==> config.mk <==
export PLATFORM = sky130hd
export DESIGN_NAME = otdu_top
export DESIGN_NICKNAME = d
export VERILOG_FILES = /design/src/otdu_pkg.sv /design/src/otdu_tmr_if.sv /design/src/otdu_timer.sv /design/src/otdu_top.sv
export SDC_FILE = /design/constraint.sdc
export NUM_CORES = 1
export LEC_CHECK = 0
export BUFFER_PORTS_ARGS = -buffer_cell sky130_fd_sc_hd__buf_4
export CORE_MARGIN = 2
export CORE_UTILIZATION = 31
export CTS_CLUSTER_SIZE = 40
export DETAILED_ROUTE_END_ITERATION = 8
export GPL_TIMING_DRIVEN = 0
export PLACE_DENSITY_LB_ADDON = 0.15
export SKIP_CTS_REPAIR_TIMING = 1
export SYNTH_ARGS = -nofsm -noshare
export SYNTH_HDL_FRONTEND = slang
export SYNTH_HIERARCHICAL = 1
export SYNTH_SLANG_ARGS = --single-unit
==> constraint.sdc <==
create_clock -name clk_sys -period 3.2 [get_ports clk_sys]
set_clock_uncertainty 0.1 [all_clocks]
set_input_delay 0.64 -clock clk_sys [delete_from_list [all_inputs] [get_ports clk_sys]]
set_output_delay 0.64 -clock clk_sys [all_outputs]
set_load 0.01 [all_outputs]
==> src/otdu_pkg.sv <==
// Constants and types for the output time delay unit
// Functional notes
// - Delays span zero to 5.46 minutes, 5 ms steps
// - Each switch: on, off, no-target delay
// - Reset defaults: on/off zero, no-target sixty seconds
// - Timer starts when trigger condition first appears
// - Trigger loss clears count to zero
// - Action only after trigger held full period
// - One analog no-target delay, default zero
// - Expiry forces analog outputs to chosen value
// - Separate no-target choices for current and voltage
// - Analog delay retriggers; target return restores normal
// - Separate no-sync delay, default zero
package otdu_pkg;
  // Clock and tick timing
  localparam int CLK_MHZ      = 250;
  localparam int TICK_US      = 5000;
  localparam int TICK_CYCLES  = CLK_MHZ * TICK_US;
  localparam int DIV_W        = 21;
  // Delay word, 65535 ticks of 5 ms is 5.46 minutes
  localparam int DLY_W        = 16;
  localparam int NUM_SW       = 2;
  localparam int NUM_TMR      = 3 * NUM_SW + 2;
  // Timer slots
  localparam int T_ANA        = 3 * NUM_SW;
  localparam int T_SYNC       = 3 * NUM_SW + 1;
  // Reset values, in milliseconds and in ticks
  localparam int DEF_ONOFF_MS = 0;
  localparam int DEF_NT_MS    = 60000;
  localparam int DEF_ANA_MS   = 0;
  localparam int DEF_SYNC_MS  = 0;
  localparam logic [DLY_W-1:0] DEF_ONOFF = DLY_W'(DEF_ONOFF_MS / 5);
  localparam logic [DLY_W-1:0] DEF_NT    = DLY_W'(DEF_NT_MS / 5);
  localparam logic [DLY_W-1:0] DEF_ANA   = DLY_W'(DEF_ANA_MS / 5);
  localparam logic [DLY_W-1:0] DEF_SYNC  = DLY_W'(DEF_SYNC_MS / 5);
  // Register map, word index times four
  localparam logic [7:0] A_BASE  = 8'h00;
  localparam logic [7:0] A_ANA   = 8'h18;
  localparam logic [7:0] A_SYNC  = 8'h1c;
  localparam logic [7:0] A_NTSEL = 8'h20;
  localparam logic [7:0] A_STAT  = 8'h24;
  // Analog no-target choice
  typedef enum logic [1:0] {
    OTDU_NT_HOLD,
    OTDU_NT_LOW,
    OTDU_NT_HIGH
  } otdu_ntsel_t;
endpackage

==> src/otdu_tmr_if.sv <==
// Interface between the unit and its delay timers
interface otdu_tmr_if;
  import otdu_pkg::*;
  logic             tick;  // 5 ms update pulse
  logic             trig;  // Trigger condition level
  logic [DLY_W-1:0] dly;   // Programmed delay in ticks
  logic             fire;  // Condition held full period
  modport ctl (output tick, trig, dly, input fire);
  modport tmr (input tick, trig, dly, output fire);
endinterface

==> src/otdu_timer.sv <==
// Retriggerable delay timer counting 5 ms ticks
module otdu_timer
  import otdu_pkg::*;
(
  // Clock and reset
  input  wire logic clk_sys,
  input  wire logic rst,
  // Timer link
  otdu_tmr_if.tmr   t
);
  // Timer state
  typedef struct packed {
    logic [DLY_W-1:0] cnt;
    logic             fire;
  } otdu_tst_t;
  otdu_tst_t s_reg;
  otdu_tst_t s_next;

  // Count while trigger holds, clear on loss
  always_comb begin
    s_next = s_reg;
    if (!t.trig) begin
      s_next.cnt  = '0;
      s_next.fire = 1'b0;
    end else if (t.tick) begin
      // Zero delay fires on first update
      if (s_reg.cnt >= t.dly) begin
        s_next.fire = 1'b1;
      end else begin
        s_next.cnt  = s_reg.cnt + 1'b1;
        s_next.fire = (s_reg.cnt + 1'b1) >= {1'b0, t.dly};
      end
    end
  end

  // State register
  always_ff @(posedge clk_sys) begin
    if (rst) begin
      s_reg <= '0;
    end else begin
      s_reg <= s_next;
    end
  end

  assign t.fire = s_reg.fire;
endmodule

==> src/otdu_top.sv <==
// Output time delay unit with registers, divider and timers
module otdu_top
  import otdu_pkg::*;
#(
  parameter int TICK_DIV = TICK_CYCLES
) (
  // Clock and reset
  input  wire logic              clk_sys,
  input  wire logic              rst,
  // Register port
  input  wire logic [7:0]        reg_addr,
  input  wire logic [31:0]       reg_wdata,
  input  wire logic              reg_wr,
  input  wire logic              reg_rd,
  output logic      [31:0]       reg_rdata,
  // Measurement path conditions
  input  wire logic [NUM_SW-1:0] sw_want_on,
  input  wire logic              no_target,
  input  wire logic              sync_missing,
  // Outputs
  output logic      [NUM_SW-1:0] sw_state,
  output logic                   ana_override,
  output logic      [1:0]        cur_ntsel,
  output logic      [1:0]        volt_ntsel,
  output logic                   sync_lost
);
  // Unit state
  typedef struct packed {
    logic [DIV_W-1:0]        div;
    logic                    tick;
    logic [NUM_TMR-1:0][DLY_W-1:0] dly;
    logic [1:0]              cur_sel;
    logic [1:0]              volt_sel;
    logic [NUM_SW-1:0]       sw;
    logic [NUM_SW-1:0]       nt_lost;
    logic                    ana;
    logic                    sync;
    logic [31:0]             rdata;
  } otdu_st_t;
  otdu_st_t s_reg;
  otdu_st_t s_next;

  logic [NUM_TMR-1:0] trig;  // Trigger per timer
  logic [NUM_TMR-1:0] fire;  // Expiry per timer

  // Word address to timer slot
  function automatic logic [3:0] slot_of(input logic [7:0] a);
    slot_of = 4'(a[7:2]);
  endfunction

  // Timer trigger conditions
  always_comb begin
    trig = '0;
    for (int i = 0; i < NUM_SW; i++) begin
      // On trigger: switch off, measurement wants on, target present
      trig[3*i]   = sw_want_on[i] && !s_reg.sw[i] && !no_target;
      // Off trigger: switch on, measurement wants off, target present
      trig[3*i+1] = !sw_want_on[i] && s_reg.sw[i] && !no_target;
      // No-target trigger per switch
      trig[3*i+2] = no_target;
    end
    trig[T_ANA]  = no_target;
    trig[T_SYNC] = sync_missing;
  end

  // Timer instances
  genvar g;
  generate
    for (g = 0; g < NUM_TMR; g++) begin : g_tmr
      otdu_tmr_if ti ();
      assign ti.tick = s_reg.tick;
      assign ti.trig = trig[g];
      assign ti.dly  = s_reg.dly[g];
      assign fire[g] = ti.fire;
      otdu_timer u_tmr (
        .clk_sys (clk_sys),
        .rst     (rst),
        .t       (ti)
      );
    end
  endgenerate

  // Next state
  always_comb begin
    s_next = s_reg;
    // Tick divider
    if (s_reg.div >= DIV_W'(TICK_DIV - 1)) begin
      s_next.div  = '0;
      s_next.tick = 1'b1;
    end else begin
      s_next.div  = s_reg.div + 1'b1;
      s_next.tick = 1'b0;
    end
    // Switch actions on expiry
    for (int i = 0; i < NUM_SW; i++) begin
      if (fire[3*i]) begin
        s_next.sw[i] = 1'b1;
      end else if (fire[3*i+1]) begin
        s_next.sw[i] = 1'b0;
      end
      s_next.nt_lost[i] = fire[3*i+2];
    end
    // Analog override follows its timer
    s_next.ana  = fire[T_ANA];
    s_next.sync = fire[T_SYNC];
    // Register writes
    if (reg_wr) begin
      if (reg_addr < A_ANA + 8'h08) begin
        s_next.dly[slot_of(reg_addr)] = reg_wdata[DLY_W-1:0];
      end else if (reg_addr == A_NTSEL) begin
        s_next.cur_sel  = reg_wdata[1:0];
        s_next.volt_sel = reg_wdata[3:2];
      end
    end
    // Register reads, data next cycle
    s_next.rdata = '0;
    if (reg_rd) begin
      if (reg_addr < A_ANA + 8'h08) begin
        s_next.rdata = {16'h0000, s_reg.dly[slot_of(reg_addr)]};
      end else if (reg_addr == A_NTSEL) begin
        s_next.rdata = {28'h0000000, s_reg.volt_sel, s_reg.cur_sel};
      end else if (reg_addr == A_STAT) begin
        s_next.rdata = {24'h000000, 2'b00, s_reg.sync, s_reg.ana,
                        s_reg.nt_lost, s_reg.sw};
      end
    end
  end

  // State register with documented defaults
  always_ff @(posedge clk_sys) begin
    if (rst) begin
      s_reg <= '0;
      for (int i = 0; i < NUM_SW; i++) begin
        s_reg.dly[3*i]   <= DEF_ONOFF;
        s_reg.dly[3*i+1] <= DEF_ONOFF;
        s_reg.dly[3*i+2] <= DEF_NT;
      end
      s_reg.dly[T_ANA]  <= DEF_ANA;
      s_reg.dly[T_SYNC] <= DEF_SYNC;
      s_reg.cur_sel     <= OTDU_NT_HOLD;
      s_reg.volt_sel    <= OTDU_NT_HOLD;
    end else begin
      s_reg <= s_next;
    end
  end

  // Outputs
  assign reg_rdata    = s_reg.rdata;
  assign sw_state     = s_reg.sw;
  assign ana_override = s_reg.ana;
  assign cur_ntsel    = s_reg.cur_sel;
  assign volt_ntsel   = s_reg.volt_sel;
  assign sync_lost    = s_reg.sync;
endmodule

==> Word-level counts from Yosys, hierarchy flattened <==
Cells that the tools add are included.
{ "word_totals": {"register_bits": 328, "input_bits": 48} }
{ "op_classes": {"n_bitwise": 16, "reduce_logical": 35, "mux": 21, "n_lt_le_gt_ge": 20, "add_sub_neg": 17, "n_eq_ne": 2} }
{ "ops": {"columns": ["cell", "count"], "rows": [
  ["$add 16x1->17 const B", 8],
  ["$ge 17x16->1", 8],
  ["$add 16x1->16 const B", 8],
  ["$bwmux 128", 1],
  ["$ge 16x16->1", 8],
  ["$bmux 16 s3", 1],
  ["$demux 16 s3", 1],
  ["$mux 16", 3],
  ["$add 21x1->21 const B", 1],
  ["$ge 21x21->1 const B", 1],
  ["$reduce_and 2->1", 9],
  ["$eq 8x6->1 const B", 2],
  ["$not 1->1", 16],
  ["$reduce_or 2->1", 8],
  ["$mux 1", 13],
  ["$mux 6", 2],
  ["$logic_and 1x1->1", 9],
  ["$lt 8x6->1 const B", 1],
  ["$logic_not 1->1", 5],
  ["$ge 4x1->1 const B", 1],
  ["$lt 4x4->1 const B", 1],
  ["$reduce_bool 2->1", 2],
  ["$reduce_or 4->1", 1],
  ["$reduce_and 3->1", 1]
]} }

==> Depth between registers and ports, before layout <==
Gate-level depths: netlist of the first run.
{ "logic_depth": {"ltp_word": 5, "depth_mapped": 13} }

==> Hierarchy <==
Netlist of the first run, hierarchy kept.
{ "by_module_without_submodules": {"columns": ["mod", "area_each_um2", "cells_per_inst", "instances"], "rows": [
  ["otdu_timer at g_tmr[2].u_tmr ...", 1751.7, 212, 6],
  ["otdu_top", 7744.9, 765, 1],
  ["otdu_timer at g_tmr[0].u_tmr ...", 1750.4, 207, 2]
]} }

==> Least setup slack after synthesis of the first run <==
Ideal clock, no wire load.
{ "synth_path": {"path_type": "register to register", "from": "register g_tmr[1].u_tmr/s_reg[1] in the netlist's numbering", "to": "register g_tmr[1].u_tmr.s_reg, in the netlist g_tmr[1].u_tmr/t.fire", "synth_period_minus_slack_ns": 2.689, "required_ns": 2.970, "t_arrival_ns": 2.460, "path_buffers": 0, "stages_incl_launch_ff": 13, "slack_ns": 0.511, "cell_sequence": "dfxtp_1 -> ha_1 -> nand3_2 -> nor2_1 -> nand3_1 -> xnor2_1 -> ha_1 -> a21o_1 -> a211o_1 -> o211ai_1 -> a21oi_1 -> a2111oi_0 -> a21oi_1"} }
{ "synth_via": {"elab_chain_cells": 3, "word_cells_on_any_way": 4} }
{ "synth_rtl": {"columns": ["element", "line_no", "source"], "rows": [
  ["from (decl)", "otdu_timer.sv:16", "otdu_tst_t s_reg;"],
  ["from (signal assigned)", "otdu_timer.sv:41", "s_reg <= s_next;"],
  ["$add 16x1->17", "otdu_timer.sv:31", "s_next.fire = (s_reg.cnt + 1'b1) >= {1'b0, t.dly};"],
  ["$ge 17x16->1", "otdu_timer.sv:31", null],
  ["$mux 1 (*)", "otdu_timer.sv:27", "if (s_reg.cnt >= t.dly) begin"]
]} }
Every way passes the cells marked *; elsewhere a longest branch is shown, timed or not.
A chain may end at the register's enable or synchronous reset.

==> Final worst setup path of the first run <==
{ "layout_path": {"from": "register g_tmr[3].u_tmr/s_reg[1] in the netlist's numbering", "to": "register g_tmr[3].u_tmr.s_reg, in the netlist g_tmr[3].u_tmr/t.fire"} }
{ "layout_via": {"elab_chain_cells": 3, "word_cells_on_any_way": 4} }
{ "layout_rtl": {"columns": ["element", "line_no"], "rows": [
  ["from (decl)", "otdu_timer.sv:16"],
  ["from (signal assigned)", "otdu_timer.sv:41"],
  ["$add 16x1->17", "otdu_timer.sv:31"],
  ["$ge 17x16->1", "otdu_timer.sv:31"],
  ["$mux 1 (*)", "otdu_timer.sv:27"]
]} }
Marks and branches as above.

==> impl_metrics.tcl, run 1 <==
set metrics [dict create \
    clk_latency_ns 0.58 \
    drive_gt1_share_pct 12.3 \
    tightest_slew_ns 0.889 \
    clockBufferDepth 3 \
    sw_frac_of_total_pct 24.1 \
    period_share_pct 94.9 \
    intPower_w 0.00707 \
    peakVddDrop_uv 312 \
    rsz0062_at_grt "false" \
    nets 2858 \
    place.detailed.hpwl_um 54500 \
    grt_max_degree 23 \
    synth-edff-count 0 \
    use_met2_pct 30.3 \
    worstSetupPathType "register to register" \
    status "completed" \
    p_leak_nw 9.64 \
    yosys_most_used_dff "dfxtp_1" \
    cts_inserted_buffers 40 \
    mostFrequentLayoutCells "294 x dfxtp_1, 257 x ha_1, 204 x nor2_1" \
    syn_area_um2 21800 \
    power_w 0.00931 \
    crit_required_ns 3.54 \
    layout_commonest_cell "dfxtp_1" \
    row_count 97 \
    routed_wl_um 70000 \
    relSlewSlack_pct 40.7 \
    syn_to_final_growth_pct 13.8 \
    core_um2 69800 \
    track_usage_pct 19.3 \
    finalMaxSlewViolations 0 \
    post-place-ws_ns -0.0458 \
    cts_root_buffer "clkbuf_16" \
    critPathMaxFanout 6 \
    grt_pass1_vias 18400 \
    syn_inst 2451 \
    ys_warn_count 6 \
    grtUsageMet3_pct 3.28 \
    place_congestion 0.849 \
    min_path_type "register to register" \
    startpoint_type "register" \
    clk_pin_slew_ns 0.06 \
    clockPowerShare_pct 52.8 \
    ys_async_sr_fraction_pct 0 \
    drtIter0Drc 1205 \
    initial_core_util_pct 31.2 \
    timing.fmax_mhz 329 \
    tritoncts "done" \
    setup_viol 0 \
    min_period_ns 3.04 \
    via_count 18800 \
    seqPwrFrac_pct 42.4 \
    critPathArrivalTime_ns 3.38 \
    end_kind "register" \
    io_pins 88 \
    drc_errors 0 \
    met1_usage_pct 27.3 \
    vias_per_cell 5.34 \
    cap_viol_max_count 0 \
    avgSynthCellArea_um2 8.88 \
    fin_ws_ns 0.162 \
    p_comb_share_pct 4.7 \
    dieHeight_um 269 \
    clock-sinks 312 \
    grt_pass1_wl_um 108000 \
    ys_ff_latch 312 \
    fp.dieArea_um2 72300 \
    first_pass_iters 5 \
    grt_overflow 0 \
    p_switching_w 0.00224 \
    synth_cell_types 66 \
    antenna_found_initial 7 \
    ant_nets 0 \
    detail_route.wl_per_cell_um 19.9 \
    cts_max_level 2 \
    io_buffer_count 37 \
    grt_busiest_layer "met2" \
    hold_viol_final 0 \
    synth_seq_area_share_pct 28.7 \
    p_per_area_nw_per_um2 376 \
    die_x_um 269 \
]
kinds of logic after synthesis:
| group | count (synthesis) | synth area share (%) |
|---|---|---|
| muxes | 160 | 9.20 |
| AOI/OAI and AO/OA | 504 | 15.3 |
| xor gates and xnor gates | 135 | 5.43 |
| and+or+nand+nor | 761 | 19.5 |
| buffers and inverters | 313 | 6.60 |
| DFF | 312 | 28.7 |
| adders and majority gates | 265 | 15.2 |
| other | 1 | 0.0172 |
final timing paths:
| path | from | to | slack, ns | depth (start not counted) |
|---|---|---|---|---|
| setup / recovery | g_tmr[3].u_tmr/s_reg[1] | g_tmr[3].u_tmr/t.fire | 0.16 | 13 |
| hold reg to reg | g_tmr[7].u_tmr/t.fire | sync_lost | 0.36 | 1 |
| setup reg to reg | g_tmr[3].u_tmr/s_reg[1] | g_tmr[3].u_tmr/t.fire | 0.16 | 13 |
| hold / removal | g_tmr[7].u_tmr/t.fire | sync_lost | 0.36 | 1 |
cell usage after synthesis, types with 16 or more instances:
library cell | instances | area, µm²
dfxtp_1 | 312 | 6250
ha_1 | 265 | 3320
nor2_1 | 204 | 766
a21oi_1 | 171 | 856
inv_1 | 159 | 597
nand2_1 | 133 | 499
mux2i_1 | 128 | 1280
xnor2_1 | 97 | 850
or4_1 | 94 | 706
o31ai_1 | 88 | 661
o21ai_0 | 80 | 400
nand3_1 | 72 | 360
clkbuf_1 | 67 | 251
nand4_1 | 52 | 325
buf_4 | 41 | 308
xor2_1 | 38 | 333
and3_1 | 33 | 206
mux4_2 | 32 | 721
o211ai_1 | 31 | 233
and4_1 | 26 | 228
buf_2 | 25 | 125
and2_1 | 18 | 113
a21o_1 | 17 | 128
nor2b_1 | 17 | 106
a211oi_1 | 16 | 120
nand2b_1 | 16 | 100
power groups by stage:
stage / Combinational [W] / Sequential [W] / Clock, W
6_report: 0.000442 / 0.00395 / 0.00492
5_1_grt: 0.000478 / 0.00395 / 0.00517
4_1_cts: 0.000442 / 0.00395 / 0.00505
3_5_place_dp: 0.000441 / 0.00403 / 0
3_3_place_gp: 0.000435 / 0.00403 / 0
2_1_floorplan: 0.000288 / 0.00402 / 0
per-layer routing:
layer | wire length, µm | share of wire (%)
met5 | 53 | 0.076
met4 | 1360 | 1.9
met3 | 3900 | 5.6
met2 | 30600 | 44
met1 | 34200 | 49
worst max-delay path: stages (launching register included):
cell	delay (ns)
dfxtp_1	0.46
ha_2	0.28
and3_1	0.15
buf_2	0.15
and4_1	0.28
nand3_1	0.20
xnor2_1	0.19
ha_1	0.32
nand3_1	0.10
nor4_2	0.04
a211o_1	0.26
a21oi_1	0.14
o21a_1	0.14
a31oi_1	0.08
cell type report:
class / count / area, µm²
Tap cell: 940 / 1180
Timing Repair Buffer: 37 / 278
Antenna cell: 1 / 2.50
Clock inverter: 16 / 250
Clock buffer: 57 / 1160
Fill cell: 7188 / 45000
Inverter: 160 / 601
Buffer: 153 / 835
Multi-Input combinational cell: 1841 / 14200
Sequential cell: 312 / 6270
stage by stage:
stage / cells / utilization, % / cell area (µm²) / TNS, ns / hold slack [ns]
3_5_place_dp: 3443 / 33.3 / 23300 / -0.0723 / 0.354
5_1_grt: 3517 / 35.5 / 24800 / 0 / 0.386
4_1_cts: 3516 / 35.4 / 24700 / -0.0715 / 0.362
2_1_floorplan: 2466 / - / 21800 / 0 / 0.332
6_report: 3517 / 35.5 / 24800 / 0 / 0.360
3_3_place_gp: 3443 / 33.3 / 23300 / -0.113 / 0.352
No activity file was read; power rests on OpenSTA's default activity.
==> run 2, diff against run 1 <==
- MAX_ROUTING_LAYER: not set -> met4
==> impl_metrics.tcl, run 2 (synthesis gave the netlist of run 1 again) <==
set metrics [dict create \
    status "completed" \
    clock-sinks 312 \
    post-place-ws_ns -0.0458 \
    startpoint_type "register" \
    dieHeight_um 269 \
    worstSetupPathType "register to register" \
    p_switching_w 0.00224 \
    first_pass_iters 6 \
    io_pins 88 \
    p_comb_share_pct 4.7 \
    min_path_type "register to register" \
    nets 2858 \
    timing.fmax_mhz 330 \
    period_share_pct 94.7 \
    hold_path_end "sync_lost" \
    cts_max_level 2 \
    place.detailed.hpwl_um 54500 \
    cts_inserted_buffers 40 \
    cts_root_buffer "clkbuf_16" \
    sw_frac_of_total_pct 24.1 \
    cp_slowest_cell "dfxtp_1" \
    rsz0062_at_grt "false" \
    seqPwrFrac_pct 42.4 \
    hold_start "g_tmr[7].u_tmr/t.fire" \
    grt_pass1_vias 18400 \
    via_count 18700 \
    r2r_start "g_tmr[5].u_tmr/s_reg[3]" \
    initial_core_util_pct 31.2 \
    syn_to_final_growth_pct 13.9 \
    hold_viol_final 0 \
    intPower_w 0.00707 \
    layout_commonest_cell "dfxtp_1" \
    crit_required_ns 3.54 \
    p_leak_nw 9.64 \
    routed_wl_um 70100 \
    grt_pass1_wl_um 108000 \
    end_kind "register" \
    crit_buf_inv 0 \
    vias_per_cell 5.32 \
    finalMaxSlewViolations 0 \
    setup_viol 0 \
    cap_viol_max_count 0 \
    peakVddDrop_uv 312 \
    grt_overflow 0 \
    r2r_end "g_tmr[5].u_tmr/t.fire" \
    row_count 97 \
    tightest_slew_ns 0.915 \
    detail_route.wl_per_cell_um 19.9 \
    worst_path_largest_cell_delay_ns 0.48 \
    critPathArrivalTime_ns 3.37 \
    path_cells "and3_1 -> nand4_1 -> or2_2 -> xnor2_1 -> ha_1 -> nand3_1 -> nor4_1 -> a211o_1 -> a21oi_1 -> o21a_1 -> a31oi_1" \
    p_per_area_nw_per_um2 376 \
    tritoncts "done" \
    r2r_slack_ns 0.17 \
    grt_max_degree 23 \
    hold_path_depth 1 \
    drive_gt1_share_pct 12.3 \
    clk_pin_slew_ns 0.06 \
    fp.dieArea_um2 72300 \
    fin_ws_ns 0.169 \
    clockBufferDepth 3 \
    critPathTopFamily "simple AND/OR/NAND/NOR gates" \
    die_x_um 269 \
    clk_latency_ns 0.58 \
    setup_tns_ns 0 \
    ant_nets 0 \
    drtIter0Drc 1230 \
    min_period_ns 3.03 \
    core_um2 69800 \
    io_buffer_count 37 \
    clockPowerShare_pct 52.8 \
    place_congestion 0.862 \
    track_usage_pct 19.9 \
    antenna_found_initial 8 \
    relSlewSlack_pct 39.0 \
    drc_errors 0 \
    worstRegToRegCells 11 \
    critPathMaxFanout 8 \
    mostFrequentLayoutCells "294 x dfxtp_1, 257 x ha_1, 204 x nor2_1" \
]
[run 2: power by group through the flow]
stage          combinational (W)  clock (W)  sequential (W)
2_1_floorplan           0.000288          0         0.00402
3_3_place_gp            0.000435          0         0.00403
3_5_place_dp            0.000441          0         0.00403
4_1_cts                 0.000442    0.00505         0.00395
5_1_grt                 0.000478    0.00517         0.00395
6_report                0.000442    0.00492         0.00395
[run 2: area by class of cell]
cell class | count | area (µm²)
Fill cell | 7186 | 45000
Multi-Input combinational cell | 1841 | 14200
Inverter | 160 | 601
Sequential cell | 312 | 6270
Clock inverter | 16 | 250
Antenna cell | 7 | 17.5
Tap cell | 940 | 1180
Timing Repair Buffer | 37 | 278
Clock buffer | 57 | 1160
Buffer | 153 | 835
[run 2: routing by layer]
metal / routed length (µm) / up-vias / GRT usage (%)
met5: 0 / - / -
met4: 1330 / 0 / 4.83
met3: 3770 / 78 / 3.23
met2: 30700 / 371 / 30.2
met1: 34300 / 9091 / 27.4
li1: - / 9190 / -
[run 2: how the worst max path moves through the flow]
stage | startpoint | end | slack [ns] | cells past startpoint
detailed placement | g_tmr[1].u_tmr/s_reg[1] | g_tmr[1].u_tmr/t.fire | -0.05 | 12
global route | g_tmr[6].u_tmr/s_reg[2] | g_tmr[6].u_tmr/t.fire | 0.000007 | 13
floorplan | g_tmr[1].u_tmr/s_reg[1] | g_tmr[1].u_tmr/t.fire | 0.51 | 12
finish | g_tmr[5].u_tmr/s_reg[3] | g_tmr[5].u_tmr/t.fire | 0.17 | 11
CTS | g_tmr[1].u_tmr/s_reg[1] | g_tmr[1].u_tmr/t.fire | -0.06 | 12
global placement | g_tmr[1].u_tmr/s_reg[1] | g_tmr[1].u_tmr/t.fire | -0.11 | 12
[run 2: per-stage QoR]
| step | std cells | hold slack [ns] | cell area, µm² | power (W) | util [%] |
|---|---|---|---|---|---|
| final | 3523 | 0.362 | 24800 | 0.00931 | 35.5 |
| after global routing | 3522 | 0.387 | 24800 | 0.00960 | 35.5 |
| after global placement | 3443 | 0.352 | 23300 | 0.00447 | 33.3 |
| after detailed placement | 3443 | 0.354 | 23300 | 0.00448 | 33.3 |
| after CTS | 3516 | 0.362 | 24700 | 0.00944 | 35.4 |
| after floorplan | 2466 | 0.332 | 21800 | 0.00431 | - |
[run 2: worst register-to-register path: cells and delay by family, from the launching register on]
family	cells	cell delay (ns)
DFF	1	0.48
adders and majority gates	1	0.30
and+or+nand+nor	5	1.11
AOI/OAI and AO/OA	4	0.67
xor gates and xnor gates	1	0.24
